==> src/include/ds1lb_pkg.sv <==
`default_nettype none
package ds1lb_pkg;

  // Clock and timing
  localparam longint unsigned CLK_HZ         = 64'd100_000_000;
  localparam longint unsigned PERSIST_SEC    = 64'd5;
  localparam longint unsigned RESYNC_SEC     = 64'd15;
  localparam int unsigned     PERSIST_CYCLES = 32'(PERSIST_SEC * CLK_HZ);
  localparam int unsigned     RESYNC_CYCLES  = 32'(RESYNC_SEC * CLK_HZ);

  // Error tolerance: window of received bits and mismatches allowed in it.
  // Overwrite costs about 5-6 mismatches per 1000 bits, one line error two.
  localparam int unsigned WIN_BITS  = 1000;
  localparam int unsigned ERR_LIMIT = 8;

  localparam int unsigned PAT_W   = 16;
  localparam int unsigned LEN_W   = 5;
  localparam int unsigned N_CODES = 21;
  localparam int unsigned IDX_W   = 5;

  // One bit per loopback that can be commanded
  typedef struct packed {
    logic co_net;
    logic co_cust;
    logic rpt1_cust;
    logic rpt2_net;
    logic rpt2_cust;
    logic ru_net;
    logic ru_cust;
  } loop_state_s;

  localparam loop_state_s LB_NONE      = 7'h00;
  localparam loop_state_s LB_CO_NET    = 7'h40;
  localparam loop_state_s LB_CO_CUST   = 7'h20;
  localparam loop_state_s LB_RPT1_CUST = 7'h10;
  localparam loop_state_s LB_RPT2_NET  = 7'h08;
  localparam loop_state_s LB_RPT2_CUST = 7'h04;
  localparam loop_state_s LB_RU_NET    = 7'h02;
  localparam loop_state_s LB_RU_CUST   = 7'h01;

  // Repeater loopbacks need the long resynchronisation on release
  localparam loop_state_s LB_RPT_MASK  = 7'h1C;

  // Per-side received stream: in-band bits and ESF data link bits
  typedef struct packed {
    logic bit_val;
    logic bit_valid;
    logic fbit;
    logic dl_bit;
    logic dl_valid;
  } ds1_side_s;

  // In-band pattern stored first-transmitted bit at position len-1, data-link pattern at bit 0
  typedef struct packed {
    logic [PAT_W-1:0] pat;
    logic [LEN_W-1:0] len;
    logic             dl;
    logic             cust;
    logic             down;
    loop_state_s      act;
  } code_entry_s;

  typedef struct packed {
    logic [IDX_W-1:0] code_idx;
    logic             from_cust;
    logic             down;
    loop_state_s      act;
  } code_event_s;

  localparam int unsigned EV_W = $bits(code_event_s);

  typedef enum logic [2:0] {
    ST_HUNT    = 3'b001,
    ST_QUALIFY = 3'b010,
    ST_DONE    = 3'b100
  } match_state_e;

  localparam code_entry_s CODE_TABLE [N_CODES] = '{
    '{16'h0078, 5'd7,  1'b0, 1'b0, 1'b0, LB_CO_NET},
    '{16'h0070, 5'd7,  1'b0, 1'b0, 1'b0, LB_RU_NET},
    '{16'h0038, 5'd6,  1'b0, 1'b0, 1'b0, LB_RPT2_NET},
    '{16'h0020, 5'd6,  1'b0, 1'b0, 1'b0, LB_RU_NET},
    '{16'h0004, 5'd3,  1'b0, 1'b0, 1'b1, LB_NONE},
    '{16'hFF1E, 5'd16, 1'b0, 1'b0, 1'b0, LB_CO_NET},
    '{16'hFF06, 5'd16, 1'b0, 1'b0, 1'b0, LB_RPT2_NET},
    '{16'hFF02, 5'd16, 1'b0, 1'b0, 1'b0, LB_RU_NET},
    '{16'h007E, 5'd7,  1'b0, 1'b1, 1'b0, LB_CO_CUST},
    '{16'h007C, 5'd7,  1'b0, 1'b1, 1'b0, LB_RU_CUST},
    '{16'h003C, 5'd6,  1'b0, 1'b1, 1'b0, LB_RPT1_CUST},
    '{16'h003E, 5'd6,  1'b0, 1'b1, 1'b0, LB_RPT2_CUST},
    '{16'h3F1E, 5'd16, 1'b0, 1'b1, 1'b0, LB_CO_CUST},
    '{16'h3F04, 5'd16, 1'b0, 1'b1, 1'b0, LB_RPT1_CUST},
    '{16'h3F06, 5'd16, 1'b0, 1'b1, 1'b0, LB_RPT2_CUST},
    '{16'h3F02, 5'd16, 1'b0, 1'b1, 1'b0, LB_RU_CUST},
    '{16'h0004, 5'd3,  1'b0, 1'b1, 1'b1, LB_NONE},
    '{16'hFF48, 5'd16, 1'b1, 1'b0, 1'b0, LB_RU_NET},
    '{16'hFF48, 5'd16, 1'b1, 1'b1, 1'b0, LB_RU_CUST},
    '{16'hFF24, 5'd16, 1'b1, 1'b0, 1'b1, LB_NONE},
    '{16'hFF24, 5'd16, 1'b1, 1'b1, 1'b1, LB_NONE}
  };

endpackage
`default_nettype wire

==> src/code_fifo.sv <==
`default_nettype none
module code_fifo #(
  parameter int unsigned WIDTH = 14,
  parameter int unsigned DEPTH = 4
) (
  input  wire logic             sys_clk_in,
  input  wire logic             rst_in,
  input  wire logic             in_valid_in,
  output logic                  in_ready_out,
  input  wire logic [WIDTH-1:0] in_data_in,
  output logic                  out_valid_out,
  input  wire logic             out_ready_in,
  output logic [WIDTH-1:0]      out_data_out
);
  localparam int unsigned PTR_W = (DEPTH > 1) ? $clog2(DEPTH) : 1;
  localparam int unsigned CNT_W = $clog2(DEPTH + 1);

  generate
    if (WIDTH < 1 || DEPTH < 2) begin : g_bad
      $error("code_fifo needs WIDTH >= 1 and DEPTH >= 2");
    end
  endgenerate

  logic [WIDTH-1:0] mem_q [DEPTH];
  logic [PTR_W-1:0] wr_q;
  logic [PTR_W-1:0] rd_q;
  logic [CNT_W-1:0] cnt_q;
  logic             push;
  logic             pop;

  function automatic logic [PTR_W-1:0] bump(input logic [PTR_W-1:0] p);
    bump = (p == PTR_W'(DEPTH - 1)) ? '0 : p + PTR_W'(1);
  endfunction

  assign in_ready_out  = (cnt_q != CNT_W'(DEPTH));
  assign out_valid_out = (cnt_q != '0);
  assign out_data_out  = mem_q[rd_q];
  assign push          = in_valid_in && in_ready_out;
  assign pop           = out_valid_out && out_ready_in;

  always_ff @(posedge sys_clk_in) begin
    if (push) begin
      mem_q[wr_q] <= in_data_in;
    end
  end

  always_ff @(posedge sys_clk_in or posedge rst_in) begin
    if (rst_in) begin
      wr_q  <= '0;
      rd_q  <= '0;
      cnt_q <= '0;
    end else begin
      if (push) begin
        wr_q <= bump(wr_q);
      end
      if (pop) begin
        rd_q <= bump(rd_q);
      end
      if (push && !pop) begin
        cnt_q <= cnt_q + CNT_W'(1);
      end else if (pop && !push) begin
        cnt_q <= cnt_q - CNT_W'(1);
      end
    end
  end
endmodule
`default_nettype wire

==> src/ds1_loopback_code_detector.sv <==
`default_nettype none
module ds1_loopback_code_detector #(
  parameter int unsigned PERSIST_CYCLES = ds1lb_pkg::PERSIST_CYCLES,
  parameter int unsigned RESYNC_CYCLES  = ds1lb_pkg::RESYNC_CYCLES,
  parameter int unsigned WIN_BITS       = ds1lb_pkg::WIN_BITS,
  parameter int unsigned ERR_LIMIT      = ds1lb_pkg::ERR_LIMIT,
  parameter int unsigned FIFO_DEPTH     = 4
) (
  input  wire logic                            sys_clk_in,
  input  wire logic                            rst_in,
  input  wire ds1lb_pkg::ds1_side_s            net_in,
  input  wire ds1lb_pkg::ds1_side_s            cust_in,
  input  wire logic                            fractional_mode_in,
  output logic                                 ev_valid_out,
  input  wire logic                            ev_ready_in,
  output ds1lb_pkg::code_event_s               ev_out,
  output ds1lb_pkg::loop_state_s               loop_state_out,
  output logic                                 resync_busy_out,
  output logic                                 ident_tandem_out,
  output logic                                 diff_tandem_out,
  output logic [ds1lb_pkg::N_CODES-1:0]        code_active_out
);
  localparam int unsigned N     = ds1lb_pkg::N_CODES;
  localparam int unsigned PW    = ds1lb_pkg::PAT_W;
  localparam int unsigned IW    = ds1lb_pkg::IDX_W;
  localparam int unsigned WIN_W = $clog2(WIN_BITS + 1);
  localparam int unsigned ERR_W = $clog2(ERR_LIMIT + 2);

  generate
    if (WIN_BITS < 2 * PW || ERR_LIMIT >= WIN_BITS / 4) begin : g_bad_win
      $error("Window too short for 16-bit codes or error limit too loose");
    end
    if (PERSIST_CYCLES < 1 || RESYNC_CYCLES < 1) begin : g_bad_time
      $error("Persistence and resync counts must be at least one");
    end
    if (FIFO_DEPTH < 2) begin : g_bad_fifo
      $error("Event FIFO needs at least two entries");
    end
  endgenerate

  // Reverse bit order within len bits, for data-link codes
  function automatic logic [PW-1:0] flip(input logic [PW-1:0] p,
                                         input int unsigned len);
    logic [PW-1:0] r;
    r = '0;
    for (int unsigned k = 0; k < PW; k++) begin
      if (k < len) begin
        r[len-1-k] = p[k];
      end
    end
    return r;
  endfunction

  // True when the newest len history bits are any rotation of the pattern
  function automatic logic is_rotation(input logic [PW-1:0] h,
                                       input logic [PW-1:0] p,
                                       input int unsigned len);
    logic [2*PW-1:0] dbl;
    logic [PW-1:0]   mask;
    logic            hit;
    dbl  = {p, p};
    mask = PW'((32'h0001_0000 >> (PW - len)) - 32'h0000_0001);
    hit  = 1'b0;
    for (int unsigned r = 0; r < PW; r++) begin
      if (r < len) begin
        dbl = ({{PW{1'b0}}, p} << r) | ({{PW{1'b0}}, p} >> (len - r));
        if ((dbl[PW-1:0] & mask) == (h & mask)) begin
          hit = 1'b1;
        end
      end
    end
    return hit;
  endfunction

  // Lowest pending matcher wins the event slot
  function automatic logic [IW-1:0] first_set(input logic [N-1:0] v);
    logic [IW-1:0] idx;
    idx = '0;
    for (int i = N - 1; i >= 0; i--) begin
      if (v[i]) begin
        idx = IW'(i);
      end
    end
    return idx;
  endfunction

  logic [N-1:0]           pend_q;
  logic [N-1:0]           grant;
  logic                   fifo_ready;
  logic                   push;
  logic [IW-1:0]          sel;
  ds1lb_pkg::code_event_s push_ev;
  ds1lb_pkg::loop_state_s loop_q;
  logic [31:0]            resync_q;
  logic                   frac_q;

  genvar gi;
  generate
    for (gi = 0; gi < N; gi++) begin : g_match
      localparam ds1lb_pkg::code_entry_s ENT = ds1lb_pkg::CODE_TABLE[gi];
      localparam int unsigned            L   = int'(ENT.len);
      localparam logic [PW-1:0]          PAT = ENT.dl ? flip(ENT.pat, L) : ENT.pat;

      ds1lb_pkg::ds1_side_s    src;
      logic                    step;
      logic                    rx_bit;
      logic                    skip;
      logic                    ins;
      logic                    miss;
      logic                    win_end;
      logic                    win_good;
      logic [PW-1:0]           hist_q;
      logic [WIN_W-1:0]        win_q;
      logic [ERR_W-1:0]        err_q;
      logic [31:0]             persist_q;
      ds1lb_pkg::match_state_e st_q;

      // Each matcher listens only to the side its code comes from
      assign src    = ENT.cust ? cust_in : net_in;
      assign step   = ENT.dl ? src.dl_valid : src.bit_valid;
      assign rx_bit = ENT.dl ? src.dl_bit : src.bit_val;
      // Framing bit position carries no code bit; predict it instead
      assign skip   = !ENT.dl && src.fbit;
      assign ins    = skip ? hist_q[L-1] : rx_bit;
      assign miss   = !skip && (rx_bit != hist_q[L-1]);
      assign win_end  = step && (win_q == WIN_W'(WIN_BITS - 1));
      // Periodicity within tolerance plus correct pattern identity
      assign win_good = (err_q <= ERR_W'(ERR_LIMIT))
                        && is_rotation(hist_q, PAT, L);

      always_ff @(posedge sys_clk_in or posedge rst_in) begin
        if (rst_in) begin
          hist_q <= '0;
        end else if (step) begin
          hist_q <= {hist_q[PW-2:0], ins};
        end
      end

      always_ff @(posedge sys_clk_in or posedge rst_in) begin
        if (rst_in) begin
          win_q <= '0;
          err_q <= '0;
        end else if (win_end) begin
          win_q <= '0;
          err_q <= '0;
        end else if (step) begin
          win_q <= win_q + WIN_W'(1);
          // Saturate so a noisy window never wraps back to good
          if (miss && err_q != '1) begin
            err_q <= err_q + ERR_W'(1);
          end
        end
      end

      always_ff @(posedge sys_clk_in or posedge rst_in) begin
        if (rst_in) begin
          st_q      <= ds1lb_pkg::ST_HUNT;
          persist_q <= '0;
        end else begin
          case (st_q)
            ds1lb_pkg::ST_HUNT: begin
              persist_q <= '0;
              if (win_end && win_good) begin
                st_q <= ds1lb_pkg::ST_QUALIFY;
              end
            end
            ds1lb_pkg::ST_QUALIFY: begin
              if (win_end && !win_good) begin
                st_q      <= ds1lb_pkg::ST_HUNT;
                persist_q <= '0;
              end else if (persist_q == PERSIST_CYCLES - 1) begin
                st_q <= ds1lb_pkg::ST_DONE;
              end else begin
                persist_q <= persist_q + 32'h0000_0001;
              end
            end
            ds1lb_pkg::ST_DONE: begin
              // Code removed: rearm so a later resend is seen again
              if (win_end && !win_good) begin
                st_q <= ds1lb_pkg::ST_HUNT;
              end
            end
            default: begin
              st_q <= ds1lb_pkg::ST_HUNT;
            end
          endcase
        end
      end

      // One event per qualification; held until the FIFO takes it
      always_ff @(posedge sys_clk_in or posedge rst_in) begin
        if (rst_in) begin
          pend_q[gi] <= 1'b0;
        end else if (st_q == ds1lb_pkg::ST_QUALIFY && !(win_end && !win_good)
                     && persist_q == PERSIST_CYCLES - 1) begin
          pend_q[gi] <= 1'b1;
        end else if (grant[gi]) begin
          pend_q[gi] <= 1'b0;
        end
      end

      assign grant[gi]           = push && (sel == IW'(gi));
      assign code_active_out[gi] = (st_q == ds1lb_pkg::ST_DONE);
    end
  endgenerate

  assign sel  = first_set(pend_q);
  // Full FIFO stalls the loopback action, not just the report
  assign push = (pend_q != '0) && fifo_ready;

  always_comb begin
    push_ev           = '0;
    push_ev.code_idx  = sel;
    push_ev.from_cust = ds1lb_pkg::CODE_TABLE[sel].cust;
    push_ev.down      = ds1lb_pkg::CODE_TABLE[sel].down;
    push_ev.act       = ds1lb_pkg::CODE_TABLE[sel].act;
  end

  // Loopback state follows each accepted event
  always_ff @(posedge sys_clk_in or posedge rst_in) begin
    if (rst_in) begin
      loop_q <= ds1lb_pkg::LB_NONE;
    end else if (push) begin
      if (push_ev.down) begin
        loop_q <= ds1lb_pkg::LB_NONE;
      end else begin
        loop_q <= loop_q | push_ev.act;
      end
    end
  end

  // Release of a repeater loop holds off traffic until every element
  // has had time to retrain; other releases settle within the link itself
  always_ff @(posedge sys_clk_in or posedge rst_in) begin
    if (rst_in) begin
      resync_q <= '0;
    end else if (push && push_ev.down
                 && (loop_q & ds1lb_pkg::LB_RPT_MASK) != ds1lb_pkg::LB_NONE) begin
      resync_q <= RESYNC_CYCLES;
    end else if (resync_q != '0) begin
      resync_q <= resync_q - 32'h0000_0001;
    end
  end

  // Fractional mode: all units latch as tandem dataports
  always_ff @(posedge sys_clk_in or posedge rst_in) begin
    if (rst_in) begin
      frac_q <= 1'b0;
    end else begin
      frac_q <= fractional_mode_in;
    end
  end

  assign loop_state_out   = loop_q;
  assign resync_busy_out  = (resync_q != '0);
  // Central office and repeaters identical, remote unit different
  assign ident_tandem_out = frac_q;
  assign diff_tandem_out  = frac_q;

  code_fifo #(
    .WIDTH(ds1lb_pkg::EV_W),
    .DEPTH(FIFO_DEPTH)
  ) u_fifo (
    .sys_clk_in   (sys_clk_in),
    .rst_in       (rst_in),
    .in_valid_in  (push),
    .in_ready_out (fifo_ready),
    .in_data_in   (push_ev),
    .out_valid_out(ev_valid_out),
    .out_ready_in (ev_ready_in),
    .out_data_out (ev_out)
  );
endmodule
`default_nettype wire

==> config.mk <==
export PLATFORM = sky130hd
export DESIGN_NAME = ds1_loopback_code_detector
export DESIGN_NICKNAME = d
export VERILOG_FILES = /design/src/include/ds1lb_pkg.sv /design/src/code_fifo.sv /design/src/ds1_loopback_code_detector.sv
export SDC_FILE = /design/constraint.sdc
export NUM_CORES = 2
export LEC_CHECK = 0
export BUFFER_PORTS_ARGS = -buffer_cell sky130_fd_sc_hd__clkbuf_2
export CELL_PAD_IN_SITES_DETAIL_PLACEMENT = 0
export CELL_PAD_IN_SITES_GLOBAL_PLACEMENT = 1
export CORE_ASPECT_RATIO = 1.75
export CORE_MARGIN = 2
export CORE_UTILIZATION = 39
export CTS_BUF_LIST = sky130_fd_sc_hd__clkbuf_4 sky130_fd_sc_hd__clkbuf_8
export DETAILED_ROUTE_END_ITERATION = 6
export MAX_ROUTING_LAYER = met4
export PLACE_DENSITY = 0.73
export RECOVER_POWER = 50
export SYNTH_ARGS = -nofsm -noshare
export SYNTH_HDL_FRONTEND = slang
export SYNTH_HIERARCHICAL = 1
export SYNTH_SLANG_ARGS = --single-unit
==> constraint.sdc <==
create_clock -name sys_clk_in -period 102.6 [get_ports sys_clk_in]
set_input_delay 10.26 -clock sys_clk_in [delete_from_list [all_inputs] [get_ports sys_clk_in]]
set_output_delay 10.26 -clock sys_clk_in [all_outputs]
set_load 0.03 [all_outputs]
==> flow_summary.toml <==
[run_status]
outcome = "complete, but fails checks"
violations = "DRC, capacitance limit, slew limit"

[clock_network]
hold_buffers = 0
cts_made_buffers = 223
cts_resized = 0
cts_root_buf = "clkbuf_8"
cts_buffer_depth = 4
clock_latency_ps = 990
clock-sinks = 1355
clkTransAtPathRegs_ps = 60
htreeDepth = 4
cts_tree = "built"
post_cts_buffers = 0

[synth]
syn_avg_cell_area_sq_um = 9.31
syn-num-nets = 8115
synth-seq-cells = 1355
netlist_area_sq_um = 74500
synth.distinct_cells = 119
synth_edf_count = 56
yosysSeqAreaShare = 0.459
syn_inst = 8007
synth_async_sr_flop_share = 0.959
ys_warn_count = 6
synth_ff_type = "dfrtp_1"

[pwr]
p_switching_w = 0.000576
intPower_w = 0.00108
p_comb_frac = 0.215
p_total_w = 0.00166
leakage_nw = 32.3
seqPwrFrac = 0.472
clkPwrFrac = 0.313
ir_worst_vdd_uv = 15.0
switching_share = 0.348
p_per_area_nw_per_um2 = 20.3

[floorplan]
die_x_um = 334
initial_core_util = 0.392
ios = 60
core_area_sq_um = 190000
num_rows = 212
die-height_um = 582
die-area_sq_um = 195000

[setup_path]
critical_path_class = "in2async"
cp-end-kind = "asynchronous set/reset pin"
crit_cells = 4
reg2reg_from = "pend_q[19]$_DFFE_PP0P_"
crit_arrival_ps = 25990
setup.worst_path.end = "g_match[20].persist_q[19]$_DFFE_PP0P_"
r2r_setup_slack_ps = 97480
crit_chain = "clkbuf_1, clkinvlp_2, clkbuf_1, clkbuf_1"
crit_buf_inv = 4
crit_family = "buffers and inverters"
crit_path_frequent_cell = "clkbuf_1"
critPathMaxFanout = 167
crit_slowest_cell = "clkbuf_1"
cp-startpoint = "rst_in"
required_ps = 101520
worst_setup_path_start_kind = "primary input"
ff2ff_path_depth = 9
rr_endpoint = "resync_q[20]$_DFFE_PP0P_"
critPathMaxStageDelay_ps = 6360

[drt]
routed_wirelength_um = 186000
drc_errors = 2
wl_per_cell_um = 17.5
ant_nets = 0
viasPerCell = 5.64
first_pass_iters = 7
first_iter_violations = 3453
vias = 59971

[grt]
grt_max_degree = 168
antenna_found_initial = 3
grt_pass1_vias = 60720
grt_pass1_wl_um = 310000
grtUsageTotal = 0.194
grt-ovfl-total = 0

[timing]
rsz0062_at_grt = "no"
min_period_over_period = 0.264
tightest_slew_ps = 8840
relSlewSlack = -4.89
tns_ps = 0
fin_crit_ps = 27070
finalSetupViolations = 0
maxSlewViolCount = 1298
max_freq_mhz = 36.9
fin_skew_ps = 96.1
hold_violations = 0

[finish]
areaGrowthSynthToFinish_pct = 9.59
layout_common_cells = "1278 x dfrtp_1, 969 x nor2_1, 653 x nand2_1"
final_nets = 8094
finalInstanceArea_sq_um = 81700
fillers = 18470
drive_gt1_frac = 0.105
fin_cells = 10633
final_common_cell = "dfrtp_1"

[flow_run]
maxCapViolCount = 17

[placement]
gp_congestion = 0.895
dpl.hpwl_um = 127000
dpl.cell_count = 10222
placed_cell_area_sq_um = 77100
portBuffers = 59

[worst_hold_path]
hp-class = "reg2reg"
holdPathStages = 1
-- per-layer routing --
| metal | vias to the layer above | track usage | wire length (um) |
|---|---|---|---|
| li1 | 28836 | - | - |
| met1 | 29683 | 0.211 | 73500 |
| met2 | 1020 | 0.360 | 99800 |
| met3 | 432 | 0.0236 | 5670 |
| met4 | 0 | 0.0721 | 6660 |
| met5 | - | - | 0 |
-- how the worst min path moves through the flow --
stage                                                    start                                    to
after floorplan           g_match[11].persist_q[6]$_DFFE_PP0P_  g_match[11].persist_q[6]$_DFFE_PP0P_
after global placement         g_match[1].win_q[9]$_DFFE_PP0P_       g_match[1].win_q[9]$_DFFE_PP0P_
after detailed placement       g_match[1].win_q[8]$_DFFE_PP0P_       g_match[1].win_q[8]$_DFFE_PP0P_
after CTS                      g_match[10].st_q[2]$_DFFE_PP0P_       g_match[10].st_q[1]$_DFFE_PP0P_
after global routing           g_match[10].st_q[2]$_DFFE_PP0P_       g_match[10].st_q[1]$_DFFE_PP0P_
final                          g_match[10].st_q[2]$_DFFE_PP0P_       g_match[10].st_q[1]$_DFFE_PP0P_
-- per-stage QoR --
stage	hold slack, ps	setup slack, ps	utilization
after floorplan	442	55960	-
final	484	75530	0.429
after CTS	482	88550	0.431
after global placement	466	88400	0.405
after global routing	497	71710	0.429
after detailed placement	479	88230	0.405
-- cells by family (layout without fill, tap and decap cells) --
group / count (synthesis) / in the layout / synth area share
adder cells (fa/ha/maj): 94 / 94 / 0.0159
buffers and inverters: 616 / 777 / 0.0333
AO/OA/AOI/OAI: 1248 / 1248 / 0.107
multiplexers: 258 / 258 / 0.0407
other: 0 / 4 / 0
XOR/XNOR: 587 / 587 / 0.0690
AND/OR/NAND/NOR: 3849 / 3849 / 0.275
flip-flops: 1355 / 1355 / 0.459
-- layout make-up --
type	instances	area, sq um	share of cell area
antenna	4	10.0	0.000123
clock buffer	350	4310	0.0528
clock inverter	57	537	0.00657
inverter	238	895	0.0110
multi-input combinational	6036	37900	0.464
sequential	1355	34200	0.419
tap	2461	3080	0.0377
timing repair buffer	132	717	0.00878
-- sequential cells by signal, indices dropped and copies added, names as in the netlist --
signal and cells:
diff_tandem_out 1, g_match.hist_q 202, u_fifo/rd_q 2, pend_q 21, g_match.persist_q 672, g_match.err_q 84, resync_q 32, g_match.win_q 210
u_fifo/mem_q 56, g_match.st_q 63, u_fifo/cnt_q 3, loop_state_out 7, u_fifo/wr_q 2
-- cell usage after synthesis (25+ instances only) --
cell / n / share of area
nor4b_1: 80 / 0.0094
nor4bb_1: 91 / 0.012
o21ai_0: 343 / 0.023
xor2_1: 274 / 0.032
or4_1: 65 / 0.0065
clkbuf_1: 315 / 0.016
edfxtp_1: 56 / 0.023
dfrtp_1: 1278 / 0.43
ha_1: 93 / 0.016
mux2i_1: 39 / 0.0052
nand4b_1: 46 / 0.0054
a22o_1: 41 / 0.0048
nand3b_1: 31 / 0.0031
and4b_1: 26 / 0.0035
nor3b_1: 32 / 0.0032
or3_1: 126 / 0.011
mux2_2: 205 / 0.031
and2_1: 84 / 0.0071
a211oi_1: 32 / 0.0032
nor3_1: 225 / 0.015
or2_2: 29 / 0.0024
xnor2_1: 313 / 0.037
nand3_1: 457 / 0.031
a21o_1: 44 / 0.0044
o211ai_1: 40 / 0.0040
o31ai_1: 61 / 0.0061
o2bb2ai_1: 27 / 0.0032
nor2_1: 972 / 0.049
and4_1: 55 / 0.0065
a21oi_1: 329 / 0.022
buf_1: 25 / 0.0013
a31oi_1: 88 / 0.0074
nor2b_1: 101 / 0.0085
inv_1: 236 / 0.012
nor4_1: 129 / 0.011
nand2b_1: 133 / 0.011
nand4_1: 283 / 0.024
and3_1: 154 / 0.013
nand2_1: 652 / 0.033
-- power groups by stage --
| stage | clock, W | sequential (W) | combinational [W] |
|---|---|---|---|
| after global routing | 0.000560 | 0.000801 | 0.000398 |
| after global placement | 0 | 0.000786 | 0.000353 |
| after floorplan | 0 | 0.000720 | 0.000307 |
| after detailed placement | 0 | 0.000790 | 0.000363 |
| after CTS | 0.000539 | 0.000781 | 0.000365 |
| final | 0.000518 | 0.000783 | 0.000357 |
No activity file was read; power rests on OpenSTA's default activity.
